--- src/lcd_gpio_consts.svh ---
/*
 * Register offsets, field positions, reset values and depths
 * for the LCD-shared GPIO port block.
 * Assumes inclusion by bare name from files under src/.
 */
`ifndef LCD_GPIO_CONSTS_SVH
`define LCD_GPIO_CONSTS_SVH

// Register byte offsets on APB
`define OFS_PE_PIN 12'h000
`define OFS_PE_LAT 12'h004
`define OFS_PE_DIR 12'h008
`define OFS_PF_PIN 12'h00c
`define OFS_PF_LAT 12'h010
`define OFS_PF_DIR 12'h014
`define OFS_LCD_CTL 12'h018
`define OFS_SE_THIRD 12'h01c
`define OFS_SE_UPPER 12'h020
`define OFS_ANA_CFG 12'h024
`define OFS_PIN_SEL 12'h028

// Control, segment enable and pin select register fields
`define LCD_EN_BIT 7
`define LCD_SLP_BIT 6
`define LCD_WR_ERR_BIT 5
`define LCD_CS_HI 3
`define LCD_CS_LO 2
`define LCD_MUX_HI 1
`define LCD_MUX_LO 0
`define LCD_CTL_MASK 8'hef
`define SEG_LAST_BIT 7
`define CC2_PIN_SEL_BIT 0

// Reset values
`define RST_PE_LAT 4'h0
`define RST_PE_DIR 4'hf
`define RST_PF_LAT 8'h00
`define RST_PF_DIR 8'hff
`define RST_LCD_CTL 8'h00
`define RST_SE 8'h00
`define RST_ANA_CFG 8'h7f
`define RST_PIN_SEL 1'b1

// Synchroniser depth
`define SYNC_DEPTH 2

`endif

--- src/lcd_gpio_pkg.sv ---
/*
 * Types shared by the LCD-shared GPIO port block.
 * Assumes a 12-bit APB address and 32-bit data.
 */
package lcd_gpio_pkg;

  typedef struct packed {
    logic psel;
    logic penable;
    logic pwrite;
    logic [11:0] paddr;
    logic [31:0] pwdata;
  } apb_req_s;

  typedef struct packed {
    logic pready;
    logic pslverr;
    logic [31:0] prdata;
  } apb_rsp_s;

  typedef struct packed {
    logic [1:0] clock_select;
    logic [1:0] mux_select;
    logic module_enable;
    logic sleep_enable;
  } lcd_cfg_s;

endpackage

--- src/pin_sync.sv ---
/*
 * Two-flop synchroniser, one chain per bit.
 * Assumes asynchronous inputs and one destination clock.
 */
module pin_sync #(
  parameter int unsigned WIDTH = 8
) (
  // Clock and reset
  input wire logic clock_i,
  input wire logic resetn_i,
  // Data
  input wire logic [WIDTH-1:0] async_i,
  output logic [WIDTH-1:0] sync_o
);

  if (WIDTH < 1) begin : g_chk
    $error("pin_sync needs WIDTH of at least 1");
  end

  for (genvar i = 0; i < WIDTH; i++) begin : g_bit
    logic meta_ff;
    logic stab_ff;
    always_ff @(posedge clock_i or negedge resetn_i) begin
      if (!resetn_i) begin
        meta_ff <= 1'b0;
        stab_ff <= 1'b0;
      end else begin
        meta_ff <= async_i[i];
        stab_ff <= meta_ff;
      end
    end
    assign sync_o[i] = stab_ff;
  end

endmodule

--- src/lcd_shared_gpio_ports.sv ---
/*
 * Two GPIO ports sharing pins with LCD drives, the second
 * capture/compare unit and analog inputs, behind an APB slave.
 * Assumes pad cells resolve the wire from out and active-low enable,
 * and that compare data comes from logic on the same clock.
 */
// The APB register port and the register offsets were chosen for this implementation.
`include "lcd_gpio_consts.svh"

// Function
// - Upper port: direction 0 drives latch bit, 1 makes Schmitt input.
// - Upper bits 4,5 and 6,7 lose digital output while LCD drives them.
// - Capture select 0: bit 7 carries compare output, or feeds capture input.
// - LCD ownership of a pin overrides its direction bit.
// - First port bits 3 to 0 unimplemented, read zero.
// - Second port 8 bits; direction 1 tristates, 0 drives latch.
// - Second port latch addressable; read-modify-write uses latch value.
// - After reset second port bits 6 to 0 are inputs reading 0.
// - Second port pins shared with segments; I/O only when segment disabled.
// - Upper bit 7 is segment 31, enabled by upper segment bit 7.
// - LCD control field layout; bit 4 unused.
// - Commons multiplex select frees upper bits 6..4, 6..5, 6 or none.
module lcd_shared_gpio_ports #(
  parameter int unsigned PF_WIDTH = 8
) (
  // Clock and reset
  input wire logic clock_i,
  input wire logic resetn_i,
  // APB slave
  input wire lcd_gpio_pkg::apb_req_s apb_req_i,
  output lcd_gpio_pkg::apb_rsp_s apb_rsp_o,
  // Upper port pads, bits 7:4
  input wire logic [3:0] pe_pad_i,
  output logic [3:0] pe_pad_o,
  output logic [3:0] pe_pad_oe_n_o,
  // Second port pads
  input wire logic [7:0] pf_pad_i,
  output logic [7:0] pf_pad_o,
  output logic [7:0] pf_pad_oe_n_o,
  // Capture/compare unit 2
  input wire logic cc2_compare_i,
  output logic cc2_capture_o,
  // LCD module side
  input wire logic lcd_write_error_i,
  output lcd_gpio_pkg::lcd_cfg_s lcd_cfg_o
);
  import lcd_gpio_pkg::*;

  if (PF_WIDTH != 8) begin : g_chk
    $error("second port is fixed at 8 bits");
  end

  // Register state
  logic [3:0] pe_lat_ff;
  logic [3:0] pe_dir_ff;
  logic [7:0] pf_lat_ff;
  logic [7:0] pf_dir_ff;
  logic [7:0] lcd_control_ff;
  logic [7:0] se_third_ff;
  logic [7:0] se_upper_ff;
  logic [7:0] analog_port_config_ff;
  logic pin_sel_ff;
  logic [31:0] prdata_ff;
  logic [3:0] pe_pad_ff;
  logic [3:0] pe_oe_n_ff;
  logic [7:0] pf_pad_ff;
  logic [7:0] pf_oe_n_ff;
  logic cc2_capture_ff;

  // Synchronised pins
  logic [3:0] pe_sync;
  logic [7:0] pf_sync;

  pin_sync #(.WIDTH(4)) u_pe_sync (
    .clock_i(clock_i),
    .resetn_i(resetn_i),
    .async_i(pe_pad_i),
    .sync_o(pe_sync)
  );

  pin_sync #(.WIDTH(8)) u_pf_sync (
    .clock_i(clock_i),
    .resetn_i(resetn_i),
    .async_i(pf_pad_i),
    .sync_o(pf_sync)
  );

  // Bus decode
  wire setup = apb_req_i.psel & ~apb_req_i.penable;
  wire access = apb_req_i.psel & apb_req_i.penable;
  wire [11:0] addr = apb_req_i.paddr;
  wire [7:0] wdata = apb_req_i.pwdata[7:0];
  wire hit_pe_pin = addr == `OFS_PE_PIN;
  wire hit_pe_lat = addr == `OFS_PE_LAT;
  wire hit_pe_dir = addr == `OFS_PE_DIR;
  wire hit_pf_pin = addr == `OFS_PF_PIN;
  wire hit_pf_lat = addr == `OFS_PF_LAT;
  wire hit_pf_dir = addr == `OFS_PF_DIR;
  wire hit_lcd = addr == `OFS_LCD_CTL;
  wire hit_se3 = addr == `OFS_SE_THIRD;
  wire hit_se4 = addr == `OFS_SE_UPPER;
  wire hit_ana = addr == `OFS_ANA_CFG;
  wire hit_sel = addr == `OFS_PIN_SEL;
  wire hit_any = hit_pe_pin | hit_pe_lat | hit_pe_dir | hit_pf_pin
    | hit_pf_lat | hit_pf_dir | hit_lcd | hit_se3 | hit_se4
    | hit_ana | hit_sel;
  wire wr = access & apb_req_i.pwrite & hit_any;

  // Latch writes, pin register alias included
  wire wr_pe_lat = wr & (hit_pe_pin | hit_pe_lat);
  wire wr_pf_lat = wr & (hit_pf_pin | hit_pf_lat);

  // LCD control fields
  wire lcd_en = lcd_control_ff[`LCD_EN_BIT];
  wire [1:0] mux_sel = lcd_control_ff[`LCD_MUX_HI:`LCD_MUX_LO];

  // Pin ownership by LCD
  wire [3:0] pe_own;
  assign pe_own[0] = lcd_en & (mux_sel != 2'h0);
  assign pe_own[1] = lcd_en & mux_sel[1];
  assign pe_own[2] = lcd_en & (mux_sel == 2'h3);
  assign pe_own[3] = se_upper_ff[`SEG_LAST_BIT];
  wire [7:0] pf_own = {se_upper_ff[1:0], se_third_ff[7:2]};

  // Alternate compare/capture routing on bit 7
  wire ccp_alt = ~pin_sel_ff;
  wire ccp_drive = ccp_alt & ~pe_dir_ff[3];

  // Pad next values; ownership masks direction
  wire [3:0] nxt_pe_oe_n = pe_dir_ff | pe_own;
  wire [3:0] nxt_pe_pad = {ccp_drive ? cc2_compare_i : pe_lat_ff[3],
    pe_lat_ff[2:0]};
  wire [7:0] nxt_pf_oe_n = pf_dir_ff | pf_own;
  wire nxt_cc2_capture = ccp_alt & pe_dir_ff[3] & pe_sync[3];

  // Read data
  wire [7:0] pe_pin_rd = {pe_sync, 4'h0};
  wire [7:0] pf_pin_rd = pf_sync & ~analog_port_config_ff;
  wire [7:0] lcd_rd = lcd_control_ff & `LCD_CTL_MASK;
  wire [7:0] rd_byte =
    hit_pe_pin ? pe_pin_rd :
    hit_pe_lat ? {pe_lat_ff, 4'h0} :
    hit_pe_dir ? {pe_dir_ff, 4'h0} :
    hit_pf_pin ? pf_pin_rd :
    hit_pf_lat ? pf_lat_ff :
    hit_pf_dir ? pf_dir_ff :
    hit_lcd ? lcd_rd :
    hit_se3 ? se_third_ff :
    hit_se4 ? se_upper_ff :
    hit_ana ? analog_port_config_ff :
    hit_sel ? {7'h00, pin_sel_ff} : 8'h00;
  wire [31:0] nxt_prdata = setup ? {24'h000000, rd_byte} : prdata_ff;

  // Write error flag: hardware set wins over software write
  wire nxt_wr_err = lcd_write_error_i ? 1'b1 :
    (wr & hit_lcd) ? wdata[`LCD_WR_ERR_BIT] : lcd_control_ff[`LCD_WR_ERR_BIT];
  wire [7:0] lcd_wr_val = (wr & hit_lcd) ? (wdata & `LCD_CTL_MASK) : lcd_control_ff;
  wire [7:0] nxt_lcd_ctl = {lcd_wr_val[7:6], nxt_wr_err, 1'b0,
    lcd_wr_val[3:0]};

  // Registers
  always_ff @(posedge clock_i or negedge resetn_i) begin
    if (!resetn_i) begin
      pe_lat_ff <= `RST_PE_LAT;
      pe_dir_ff <= `RST_PE_DIR;
      pf_lat_ff <= `RST_PF_LAT;
      pf_dir_ff <= `RST_PF_DIR;
      lcd_control_ff <= `RST_LCD_CTL;
      se_third_ff <= `RST_SE;
      se_upper_ff <= `RST_SE;
      analog_port_config_ff <= `RST_ANA_CFG;
      pin_sel_ff <= `RST_PIN_SEL;
    end else begin
      if (wr_pe_lat) pe_lat_ff <= wdata[7:4];
      if (wr & hit_pe_dir) pe_dir_ff <= wdata[7:4];
      if (wr_pf_lat) pf_lat_ff <= wdata;
      if (wr & hit_pf_dir) pf_dir_ff <= wdata;
      lcd_control_ff <= nxt_lcd_ctl;
      if (wr & hit_se3) se_third_ff <= wdata;
      if (wr & hit_se4) se_upper_ff <= wdata;
      if (wr & hit_ana) analog_port_config_ff <= wdata;
      if (wr & hit_sel) pin_sel_ff <= wdata[`CC2_PIN_SEL_BIT];
    end
  end

  // Pads, capture and read data
  always_ff @(posedge clock_i or negedge resetn_i) begin
    if (!resetn_i) begin
      pe_pad_ff <= 4'h0;
      pe_oe_n_ff <= 4'hf;
      pf_pad_ff <= 8'h00;
      pf_oe_n_ff <= 8'hff;
      cc2_capture_ff <= 1'b0;
      prdata_ff <= 32'h00000000;
    end else begin
      pe_pad_ff <= nxt_pe_pad;
      pe_oe_n_ff <= nxt_pe_oe_n;
      pf_pad_ff <= pf_lat_ff;
      pf_oe_n_ff <= nxt_pf_oe_n;
      cc2_capture_ff <= nxt_cc2_capture;
      prdata_ff <= nxt_prdata;
    end
  end

  // Outputs
  assign pe_pad_o = pe_pad_ff;
  assign pe_pad_oe_n_o = pe_oe_n_ff;
  assign pf_pad_o = pf_pad_ff;
  assign pf_pad_oe_n_o = pf_oe_n_ff;
  assign cc2_capture_o = cc2_capture_ff;
  assign apb_rsp_o.pready = access;
  assign apb_rsp_o.pslverr = access & ~hit_any;
  assign apb_rsp_o.prdata = prdata_ff;
  assign lcd_cfg_o.module_enable = lcd_en;
  assign lcd_cfg_o.sleep_enable = lcd_control_ff[`LCD_SLP_BIT];
  assign lcd_cfg_o.clock_select = lcd_control_ff[`LCD_CS_HI:`LCD_CS_LO];
  assign lcd_cfg_o.mux_select = mux_sel;
endmodule

--- config.mk ---
export PLATFORM = sky130hd
export DESIGN_NAME = lcd_shared_gpio_ports
export DESIGN_NICKNAME = d
export VERILOG_FILES = /design/src/lcd_gpio_pkg.sv /design/src/pin_sync.sv /design/src/lcd_shared_gpio_ports.sv
export VERILOG_INCLUDE_DIRS = /design/src /design/src/src
export SDC_FILE = /design/constraint.sdc
export NUM_CORES = 1
export LEC_CHECK = 0
export BUFFER_PORTS_ARGS = -buffer_cell sky130_fd_sc_hd__buf_4
export CELL_PAD_IN_SITES_DETAIL_PLACEMENT = 1
export CELL_PAD_IN_SITES_GLOBAL_PLACEMENT = 2
export CORE_MARGIN = 2
export CORE_UTILIZATION = 37
export CTS_CLUSTER_DIAMETER = 30
export DETAILED_ROUTE_END_ITERATION = 8
export GPL_TIMING_DRIVEN = 0
export PLACE_DENSITY_LB_ADDON = 0.1
export SYNTH_ARGS = -nofsm -noshare
export SYNTH_HDL_FRONTEND = slang
export SYNTH_SLANG_ARGS = --single-unit
--- constraint.sdc ---
create_clock -name clock_i -period 3 [get_ports clock_i]
set_clock_uncertainty 0.15 [all_clocks]
set_input_delay 0.3 -clock clock_i [delete_from_list [all_inputs] [get_ports clock_i]]
set_output_delay 0.3 -clock clock_i [all_outputs]
set_load 0.02 [all_outputs]
; ---- Yosys cells after proc, flatten, opt, wreduce, memory -nomap -nowiden
; Index checks and enable logic that the tools add are counted.
[word_totals]
register_bits = 113
latch_bits = 0
mem_bits_rw = 0
rom_bits = 0
input_bits = 63
output_inout_bits = 65
mem_count = 0
[op_classes]
n_addsub = 0
mul = 0
div_mod_pow = 0
magnitude_cmp = 0
n_eq_ne = 11
shift = 0
n_mux = 14
n_bitwise = 39
n_reduce_logical = 3
[ops]
columns = operator, n
row1 = $mux W8, 10
row2 = $eq A12 B5 Y1 const B, 4
row3 = $eq A12 B6 Y1 const B, 3
row4 = $eq A12 B4 Y1 const B, 2
row5 = $and A1 B1 Y1, 20
row6 = $eq A12 B3 Y1 const B, 1
row7 = $logic_not A12 Y1, 1
row8 = $or A1 B1 Y1, 11
row9 = $and A8 B8 Y8, 1
row10 = $not A8 Y8, 1
row11 = $or A8 B8 Y8, 1
row12 = $mux W1, 4
row13 = $not A1 Y1, 4
row14 = $or A4 B4 Y4, 1
row15 = $reduce_bool A2 Y1, 2
row16 = $eq A2 B2 Y1 const B, 1

; ---- Longest topological paths before layout
; Gate-level depths: netlist of run 1.
[logic_depth]
word_depth = 15
mapped_depth = 7
depth_no_buf = 5

; ---- By module
; From an unflattened synthesis of run 1, not the netlist that was laid out.
[hier_totals]
hier_cells = 413
hier_area_um2 = 5170.0
[by_module_without_submodules]
columns = module, instances, cells_per_inst, area_each_um2, seq_area_each_um2
row1 = lcd_shared_gpio_ports, 1, 377, 4479.3, 2267.2
row2 = pin_sync (u_pf_sync), 1, 24, 460.4, 400.4
row3 = pin_sync (u_pe_sync), 1, 12, 230.2, 200.2

; ---- Least setup slack after synthesis of run 1
; No wires, ideal clock.
[synth_path]
kind = input to register
from = input apb_req_i[41] (netlist name)
to = register pf_lat_ff[0]
arrival_time_ns = 1.734
required_ns = 2.725
slack_ns = 0.991
cell_stages = 7
n_path_buf = 2
path_cell_list = nor4_2 and2_1 buf_6 nand2_4 or3b_1 buf_6 mux2_4
[synth_via]
elab_chain_len = 13
word_cells_on_any_way = 24
cone_classes = eq/ne: 10 / bitwise: 13 / reduce/logical: 1
[synth_rtl]
columns = item, line
row1 = from (decl), lcd_shared_gpio_ports.sv:30  ; input wire lcd_gpio_pkg::apb_req_s apb_req_i,
row2 = $eq A12 B3 Y1 (no line) or $logic_not A12 Y1 (tied branches), -
row3 = $or A1 B1 Y1 (3 in series), lcd_shared_gpio_ports.sv:104  ; wire hit_any = hit_pe_pin | hit_pe_lat | hit_pe_dir | hit_pf_pin
row4 = $or A1 B1 Y1 (5 in series), lcd_shared_gpio_ports.sv:105  ; | hit_pf_lat | hit_pf_dir | hit_lcd | hit_se3 | hit_se4
row5 = $or A1 B1 Y1 (2 in series), lcd_shared_gpio_ports.sv:106  ; | hit_ana | hit_sel;
row6 = $and A1 B1 Y1, lcd_shared_gpio_ports.sv:107  ; wire wr = access & apb_req_i.pwrite & hit_any;
row7 = $and A1 B1 Y1 (*), lcd_shared_gpio_ports.sv:111  ; wire wr_pf_lat = wr & (hit_pf_pin | hit_pf_lat);
row8 = to (signal assigned), lcd_shared_gpio_ports.sv:166  ; pf_lat_ff <= `RST_PF_LAT;
row9 = to (signal assigned), lcd_shared_gpio_ports.sv:176  ; if (wr_pf_lat) pf_lat_ff <= wdata;
row10 = to (decl), lcd_shared_gpio_ports.sv:56  ; logic [7:0] pf_lat_ff;
; Mark *: on every way between the ends. The rest lies on a longest branch, timed or not.
; A chain may end at the register's enable or synchronous reset.

; ---- Worst setup path in the final report of run 1
[layout_path]
from = input apb_req_i[41] (netlist name)
to = register analog_port_config_ff[7]
[layout_via]
elab_chain_len = 13
word_cells_on_any_way = 23
cone_classes = eq/ne: 10 / bitwise: 12 / reduce/logical: 1
[layout_rtl]
columns = item, line
row1 = $eq A12 B3 Y1 (no line) or $logic_not A12 Y1 (tied branches), -
row2 = $or A1 B1 Y1 (3 in series), lcd_shared_gpio_ports.sv:104
row3 = $or A1 B1 Y1 (5 in series), lcd_shared_gpio_ports.sv:105
row4 = $or A1 B1 Y1 (2 in series), lcd_shared_gpio_ports.sv:106
row5 = $and A1 B1 Y1, lcd_shared_gpio_ports.sv:107
row6 = $and A1 B1 Y1 (*), lcd_shared_gpio_ports.sv:181  ; if (wr & hit_ana) analog_port_config_ff <= wdata;
row7 = to (signal assigned), lcd_shared_gpio_ports.sv:171  ; analog_port_config_ff <= `RST_ANA_CFG;
row8 = to (signal assigned), lcd_shared_gpio_ports.sv:181
row9 = to (decl), lcd_shared_gpio_ports.sv:61  ; logic [7:0] analog_port_config_ff;
; Marks and branches as above.

==> metrics.csv, run 1 <==
metric;value;unit
hold_sp;apb_req_i[0];
Yosys reg bits;113;
RSZ-0062 raised after global routing;no;
Setup Fix Bufs, Post-CTS;0;
yosys warns;0;
# rows;42;
post-route cell area;0.006775;mm2
first-pass GRT wire length;22870;um
share of cells above drive strength 1;46.29;%
endpoints failing hold;0;
maximum vdd drop;369.1;uV
Skew-Pair Late Insertion Delay;0.42;ns
crit-path cells;buf_4 > nor4_2 > and2_1 > buf_6 > nand2_4 > nor3_2 > mux2_2;
Layout Area Growth over Synthesis;34.63;%
CTS tree;done;
die area;0.01455;mm2
leakage power;3.237;nW
CP max stage cell;nor3_2;
final cell count without fillers;729;
cts bufs inserted;17;
Clock Path Buffers;2;
final WL;14530;um
vias in the first global route;3893;
pre-CTS setup slack;0.2576;ns
outcome;complete, no violations;
multi-input logic area;0.001913;mm2
number of enable flip-flop cells after synthesis;0;
Die W;120.6;um
GRT overflow;0;
Synth Area per Inst;12.58;um2
WP buf/inv;2;
maxcap violations;0;
starting density of the core;38.00;%
GPL Wtd Cong;0.8466;
DP Cell Count;679;
via/cell ratio;5.000;
Routed Antenna Nets;0;
max frequency;428.1;MHz
# diodes;0;
Reg clk slew, reported paths;0.05;ns
critical path class;in -> reg;
DPL Wire Length;10040;um
crit path from;apb_req_i[41];
cells after synthesis;400;
drt drc;0;
core area;0.01324;mm2
ys flop type;dfrtp_1;
Slew Limit Fails;0;
hold_ws;0.03841;ns
Final Setup Violations;0;
Largest delay share family, worst path;simple AND/OR/NAND/NOR gates;
Placed Instance Area;0.005959;mm2
PnR worst setup slack;0.6639;ns
period utilization;77.87;%
CP arrival;2.48;ns
initial antenna violation count;0;
drt pass-1 iters;4;
asr flop ratio synth;100.0;%
Slew HR;27.24;%
I/O Pins;128;
P per Cell Area;589.4;mW/mm2
WL per Instance;19.93;um
nets@finish;603;
clock root buffer;clkbuf_16;
slew of the pin with the lowest slew margin;1.086;ns
min Tclk post-route;2.336;ns
PortBufs;79;
hold crit path type;in -> reg;
CP max stage delay;0.82;ns
setup TNS;0;ns
Seq/Total Area, Yosys;56.99;%
total track usage;21.64;%
Req. time, crit path;3.15;ns
initial drt markers;173;
R2R Path Start;pf_dir_ff[4];
clock sink total;113;
FF+latch area;0.002868;mm2
routed vias;3645;
Netlist cell types;49;
H-tree levels;4;
Syn Std Cell Area;0.005032;mm2
Vert. Die Dim;120.6;um
largest net degree at the start of global routing;61;
worst-path maximum fanout;10;
fill count;1381;
startpoint types;primary input;
Critical Path Sink Type;register;
## cell type report
type / instances / share of cell area [%]
clock buffers: 24 / 7.553
clock inverters: 8 / 1.828
inverters: 4 / 0.2216
multi-input cells: 256 / 28.24
repair buffers: 98 / 11.82
flip-flops and latches: 113 / 42.33
plain buffers: 50 / 4.765
well taps: 176 / 3.250
## worst register-to-register path, stage by stage (launching register included)
cell      delay [ns]
dfstp_2         0.53
nor2_1          0.04
a211oi_1        0.33
o221ai_1        0.21
a31oi_1         0.21
## worst paths after layout
path | to | slack, ns | depth (start not counted)
hold / removal | pf_lat_ff[0] | 0.04 | 2
hold reg to reg | u_pf_sync.g_bit[3].stab_ff | 0.19 | 0
max in group asynchronous | pin_sel_ff | 1.59 | 3
setup / recovery | analog_port_config_ff[7] | 0.66 | 7
min in group asynchronous | u_pe_sync.g_bit[1].stab_ff | 0.33 | 2
setup reg to reg | prdata_ff[4] | 1.44 | 4
## stage by stage
stage	util (%)	power, mW
floorplan	-	1.734
global placement	44.79	1.869
global route	51.16	4.144
detailed placement	45.00	1.878
CTS	51.16	4.038
finish	51.16	3.993
## flip-flops by register name, summed over array words and instances, names as in the netlist, 4 cells and up
name / cells
pf_lat_ff: 8
pe_lat_ff: 4
u_pe_sync.g_bit.meta_ff: 4
pe_pad_oe_n_o: 4
prdata_ff: 8
se_third_ff: 8
lcd_control_ff: 7
pf_pad_o: 8
pf_pad_oe_n_o: 8
u_pe_sync.g_bit.stab_ff: 4
pe_pad_o: 4
se_upper_ff: 8
pf_dir_ff: 8
pe_dir_ff: 4
u_pf_sync.g_bit.stab_ff: 8
analog_port_config_ff: 8
u_pf_sync.g_bit.meta_ff: 8
## cells in the mapped netlist (3+ instances only)
library cell / count / share of area [%]
inv_1: 4 / 0.30
o22ai_1: 16 / 2.0
and2_1: 4 / 0.50
nand2b_1: 8 / 0.99
buf_4: 31 / 4.6
a32o_1: 4 / 0.80
o221ai_1: 7 / 1.2
a31oi_1: 8 / 0.99
o22a_1: 3 / 0.52
clkbuf_1: 10 / 0.75
dfstp_2: 32 / 17
o21bai_1: 3 / 0.45
nand3_1: 7 / 0.70
or2_2: 11 / 1.4
nor4_1: 3 / 0.37
buf_2: 3 / 0.30
nand2_1: 17 / 1.3
buf_1: 4 / 0.30
nor2b_1: 12 / 1.5
mux2i_1: 10 / 2.0
a21oi_1: 10 / 0.99
mux2_4: 8 / 2.4
nor2_1: 15 / 1.1
o21ai_0: 7 / 0.70
dfrtp_1: 81 / 40
mux2_2: 51 / 11
## cells in the final DEF (no fill, tap or decap), drive strengths merged, types with 8 or more instances in the layout
cell type | netlist | layout
nand2 | 18 | 18
nor2b | 12 | 12
a21oi | 10 | 10
dfstp | 32 | 32
dfrtp | 81 | 81
nand2b | 8 | 8
mux2i | 10 | 10
dlygate4sd3 | 0 | 18
or2 | 11 | 11
o22ai | 16 | 16
clkbuf | 10 | 34
buf | 40 | 120
a31oi | 8 | 8
mux2 | 59 | 59
nor2 | 16 | 16
conb | 1 | 24
## cell families after synthesis
kind of cell	count (synthesis)	synth area share, %
other	1	0.07452
multiplexers	69	15.79
AND/OR/NAND/NOR	90	10.14
buffers and inverters	54	6.713
flip-flops	113	56.99
AO/OA/AOI/OAI	73	10.29
## power breakdown
group | switching, mW | leakage (nW) | internal (mW)
logic | 0.183 | 1.54 | 0.127
clock network | 0.684 | 0.308 | 1.44
registers | 0.0102 | 1.39 | 1.55
total | 0.877 | 3.24 | 3.12
## repair_timing
item	CTS	global route
gates resized for setup	0	0
setup endpoints to repair	0	0
hold buffers	18	0
hold endpoints to repair	56	0
## per-layer routing
metal	global-route usage, %	vias up	wire [um]
met2	34.36	110	7028
met4	9.012	0	300
li1	-	1666	-
met3	5.991	20	867
met5	0	-	0
met1	27.87	1849	6333
Power figures use the tool's default switching activity.
==> run 2: changes to the inputs <==
--- a/config.mk
+++ b/config.mk
@@ -10,7 +10,7 @@
 export CELL_PAD_IN_SITES_DETAIL_PLACEMENT = 1
 export CELL_PAD_IN_SITES_GLOBAL_PLACEMENT = 2
 export CORE_MARGIN = 2
-export CORE_UTILIZATION = 37
+export CORE_UTILIZATION = 31
 export CTS_CLUSTER_DIAMETER = 30
 export DETAILED_ROUTE_END_ITERATION = 8
 export GPL_TIMING_DRIVEN = 0
==> constraint.sdc (replaced) <==
create_clock -name clock_i -period 2 [get_ports clock_i]
set_clock_uncertainty 0.15 [all_clocks]
set_input_delay 0.2 -clock clock_i [delete_from_list [all_inputs] [get_ports clock_i]]
set_output_delay 0.2 -clock clock_i [all_outputs]
set_load 0.02 [all_outputs]
==> run 2 against run 1 <==
Wire length rose by 4.7%. Sequential power up 51%. Critical endpoint is now pf_lat_ff[4]. Highest routed layer unchanged. Largest cell class unchanged. Register-to-register slack worse by 1.0 ns. Non-clock buffer count rose by 12. Cell area is 1.7% higher. Combinational power is 55% higher. Count of clock-buffer cells in the layout up 2.
==> metrics.csv, run 2 (synthesis results as in run 1) <==
metric;value;unit
outcome;complete, no violations;
DPL Wire Length;10590;um
startpoint types;primary input;
hold crit path type;in -> async;
commonest non-fill, non-tap cell in the layout;buf_4;
Final Setup Violations;0;
routed vias;3729;
P per Cell Area;822.9;mW/mm2
Vert. Die Dim;131.4;um
Placed Instance Area;0.006010;mm2
# rows;46;
# diodes;0;
min Tclk post-route;1.919;ns
GPL Wtd Cong;0.8487;
RSZ-0062 raised after global routing;no;
H-tree levels;4;
leakage power;3.282;nW
clock sink total;113;
GR Util met3;4.977;%
Req. time, crit path;2.15;ns
multi-input logic area;0.001939;mm2
Reg clk slew, reported paths;0.05;ns
endpoints failing hold;0;
drt drc;0;
Die W;131.4;um
fill count;1732;
total track usage;18.23;%
vias in the first global route;3998;
Slew Limit Fails;0;
critical path class;in -> reg;
Slew HR;51.69;%
clock root buffer;clkbuf_16;
via/cell ratio;4.775;
final WL;15220;um
WL per Instance;19.48;um
GR peak layer;met2;
Critical Path Sink Type;register;
initial drt markers;189;
PnR Total Power;5.668;mW
period utilization;95.97;%
Routed Antenna Nets;0;
GRT overflow;0;
die area;0.01727;mm2
most frequent cells in the layout;buf_4, dfrtp_1, mux2_2;
starting density of the core;31.68;%
maxcap violations;0;
slew of the pin with the lowest slew margin;0.7246;ns
Clock Path Buffers;2;
post-route cell area;0.006888;mm2
DP Cell Count;719;
max frequency;521.0;MHz
first-pass GRT wire length;23360;um
Layout Area Growth over Synthesis;36.87;%
drt pass-1 iters;5;
share of cells above drive strength 1;46.37;%
core area;0.01589;mm2
Global Route met2 Usage;28.10;%
largest net degree at the start of global routing;72;
setup TNS;0;ns
final cell count without fillers;781;
CP arrival;2.07;ns
FF+latch area;0.002868;mm2
PortBufs;79;
final cell utilization of the core;43.36;%
cts bufs inserted;17;
nets@finish;615;
Skew-Pair Late Insertion Delay;0.43;ns
worst-path maximum fanout;10;
M1 GR Usage;23.94;%
maximum vdd drop;575.8;uV
I/O Pins;128;
initial antenna violation count;0;
CTS tree;done;
[run 2: final cells by class]
cell class | count | share of cell area [%]
inverter | 4 | 0.2180
tap | 216 | 3.924
clock buffer | 26 | 7.248
buffer | 50 | 4.687
timing repair buffer | 110 | 13.30
multi-input combinational | 256 | 28.16
sequential | 113 | 41.63
clock inverter | 6 | 0.8356
[run 2: worst max-delay path, stage by stage]
cell and delay [ns]:
buf_4 0.11, nor4_2 0.44, and2_1 0.21, buf_6 0.16, nand2_4 0.08, or3b_1 0.37, buf_6 0.18, mux2_4 0.30
[run 2: what timing repair did]
item / CTS / global route
resized for setup: 2 / 5
pin swaps: 2 / 2
endpoints found under the setup margin: 31 / 26
hold buffers: 23 / 0
buffers inserted: 4 / 3
endpoints found under the hold margin: 98 / 0
[run 2: per-stage QoR]
stage          worst slack, ns  hold slack, ns
2_1_floorplan          0.09094         -0.2456
3_3_place_gp           -0.7053          0.1594
3_5_place_dp           -0.6980         0.09277
4_1_cts                0.03314          0.1914
5_1_grt              0.0003828          0.2030
6_report               0.08052          0.1739
[run 2: routing by layer]
layer | routed length [um] | vias to the layer above
li1 | - | 1697
met4 | 369 | 0
met2 | 7236 | 103
met3 | 642 | 22
met5 | 0 | -
met1 | 6967 | 1907
[run 2: final timing paths]
path | depth (start not counted) | slack [ns] | to | from
min in group clock_i | 5 | 0.19 | prdata_ff[7] | apb_req_i[32]
hold / removal | 2 | 0.17 | u_pe_sync.g_bit[1].stab_ff | resetn_i
hold reg to reg | 0 | 0.20 | u_pe_sync.g_bit[1].stab_ff | u_pe_sync.g_bit[1].meta_ff
max in group asynchronous | 3 | 0.74 | analog_port_config_ff[1] | resetn_i
setup / recovery | 8 | 0.08 | pf_lat_ff[4] | apb_req_i[41]
setup reg to reg | 4 | 0.41 | prdata_ff[0] | lcd_control_ff[0]
[run 2: where the power goes]
part / leakage (nW) / switching [mW] / internal, mW
registers: 1.39 / 0.0160 / 2.33
logic: 1.62 / 0.282 / 0.198
clock network: 0.274 / 1.01 / 1.83
total: 3.28 / 1.31 / 4.36
==> run 3: changes to the inputs <==
--- a/config.mk
+++ b/config.mk
@@ -10,7 +10,7 @@
 export CELL_PAD_IN_SITES_DETAIL_PLACEMENT = 1
 export CELL_PAD_IN_SITES_GLOBAL_PLACEMENT = 2
 export CORE_MARGIN = 2
-export CORE_UTILIZATION = 31
+export CORE_UTILIZATION = 35
 export CTS_CLUSTER_DIAMETER = 30
 export DETAILED_ROUTE_END_ITERATION = 8
 export GPL_TIMING_DRIVEN = 0
==> constraint.sdc (replaced) <==
create_clock -name clock_i -period 1.8 [get_ports clock_i]
set_clock_uncertainty 0.15 [all_clocks]
set_input_delay 0.18 -clock clock_i [delete_from_list [all_inputs] [get_ports clock_i]]
set_output_delay 0.18 -clock clock_i [all_outputs]
set_load 0.02 [all_outputs]
==> run 3 against run 2 <==
Cell count down 4.7%. Critical path depth down 1. Register-to-register slack worse by 0.16 ns. Via count down 2.0%. Hold slack worse by 0.057 ns. Sequential share of layout area up 0.11 points. Non-clock buffer count down 1. Global-route usage up 2.1 points. Critical path type unchanged. Clock power up 11%.
==> metrics.csv, run 3 (synthesis results as in run 1) <==
metric;value;unit
Reg clk slew, reported paths;0.05;ns
Int Pwr;4.872;mW
clock root buffer;clkbuf_16;
GRT overflow;0;
I/O Pins;128;
max frequency;580.6;MHz
switch share;22.51;%
Die W;123.9;um
DPL Wire Length;10300;um
initial drt markers;172;
initial antenna violation count;0;
maxcap violations;0;
slew of the pin with the lowest slew margin;0.6459;ns
core area;0.01399;mm2
Req. time, crit path;1.95;ns
endpoints failing hold;0;
maximum vdd drop;639.4;uV
share of cells above drive strength 1;48.05;%
H-tree levels;4;
outcome;complete, no violations;
GPL Wtd Cong;0.8554;
drt pass-1 iters;4;
Psw;1.415;mW
hold crit path type;in -> async;
Critical Path Sink Type;register;
post-route cell area;0.006869;mm2
Slew Limit Fails;0;
commonest non-fill, non-tap cell in the layout;buf_4;
worst-path maximum fanout;10;
Sequential Power Share;41.5;%
PortBufs;79;
critical path class;in -> reg;
# rows;43;
largest net degree at the start of global routing;45;
via/cell ratio;4.910;
min Tclk post-route;1.722;ns
cts bufs inserted;17;
most frequent cells in the layout;buf_4, dfrtp_1, mux2_2;
drt drc;0;
vias in the first global route;3848;
CTS tree;done;
Slew HR;56.94;%
Skew-Pair Late Insertion Delay;0.41;ns
period utilization;95.68;%
DP Cell Count;684;
nets@finish;614;
final cell count without fillers;744;
Routed Antenna Nets;0;
Layout Area Growth over Synthesis;36.50;%
PnR Total Power;6.287;mW
final WL;14520;um
starting density of the core;35.97;%
Clock Path Buffers;2;
Placed Instance Area;0.005993;mm2
first-pass GRT wire length;22370;um
Final Setup Violations;0;
RSZ-0062 raised after global routing;no;
# diodes;0;
WL per Instance;19.52;um
die area;0.01535;mm2
leakage power;3.298;nW
Comb pwr share;8.6;%
Clk pwr share;49.9;%
total track usage;20.37;%
setup TNS;0;ns
clock sink total;113;
Vert. Die Dim;123.9;um
routed vias;3653;
CP arrival;1.87;ns
startpoint types;primary input;
P per Cell Area;915.3;mW/mm2
==> run 3: changes by cell type in the layout (fill, tap and decap cells not counted), sizes merged <==
cell      before  now
bufinv         1    2
clkbuf        35   37
buf          128  124
clkinv         4    5
clkinvlp       1    0
==> run 3: layout make-up <==
class | count | area [um2]
Fill cell | 1489 | 7119
Sequential cell | 113 | 2868
Multi-Input combinational cell | 256 | 1973
Timing Repair Buffer | 110 | 915.9
Clock buffer | 25 | 465.4
Buffer | 49 | 321.6
Tap cell | 180 | 225.2
Clock inverter | 7 | 85.08
Inverter | 4 | 15.01
==> run 3: routing by layer <==
metal | up-vias | track usage [%] | part of all wire [%]
li1 | 1689 | - | -
met1 | 1856 | 26.90 | 46
met2 | 92 | 33.17 | 49
met3 | 16 | 4.991 | 3.4
met4 | 0 | 6.320 | 1.5
met5 | - | 0 | 0
==> run 3: worst paths after layout <==
check / from / end / slack [ns] / cells after the start
max reg2reg: lcd_control_ff[0] / prdata_ff[0] / 0.25 / 4
max: apb_req_i[42] / pf_lat_ff[0] / 0.08 / 7
min in group clock_i: apb_req_i[45] / prdata_ff[4] / 0.16 / 4
min: resetn_i / u_pf_sync.g_bit[4].stab_ff / 0.12 / 2
max in group asynchronous: resetn_i / pf_dir_ff[6] / 0.50 / 4
min reg2reg: u_pf_sync.g_bit[4].meta_ff / u_pf_sync.g_bit[4].stab_ff / 0.19 / 0
==> run 3: critical path, cell delays in order <==
cell and delay (ns):
buf_4 0.12, nor4_4 0.32, and2_4 0.29, nand2_4 0.10
or3b_4 0.39, buf_8 0.16, mux2_4 0.30
==> run 3: per-stage QoR <==
| step | hold WS [ns] | util, % | setup slack, ns |
|---|---|---|---|
| floorplan | -0.2656 | - | -0.05961 |
| global placement | 0.1395 | 42.50 | -0.7301 |
| detailed placement | -0.002695 | 42.84 | -0.7381 |
| CTS | 0.1157 | 48.93 | -0.01968 |
| global route | 0.1470 | 49.11 | 0.01364 |
| finish | 0.1166 | 49.11 | 0.07769 |
==> run 3: timing repair <==
action | CTS | global route
endpoints found under the setup margin | 44 | 41
pin swaps | 3 | 2
hold buffers | 23 | 0
endpoints found under the hold margin | 130 | 0
resized for setup | 7 | 14
setup buffers | 6 | 0
==> run 3: power by group through the flow <==
stage / logic (mW) / registers [mW] / clock network [mW]
final: 0.539 / 2.61 / 3.14
after global routing: 0.586 / 2.61 / 3.36
after global placement: 0.473 / 2.65 / 0
after CTS: 0.536 / 2.61 / 3.22
after floorplan: 0.234 / 2.66 / 0
after detailed placement: 0.492 / 2.65 / 0
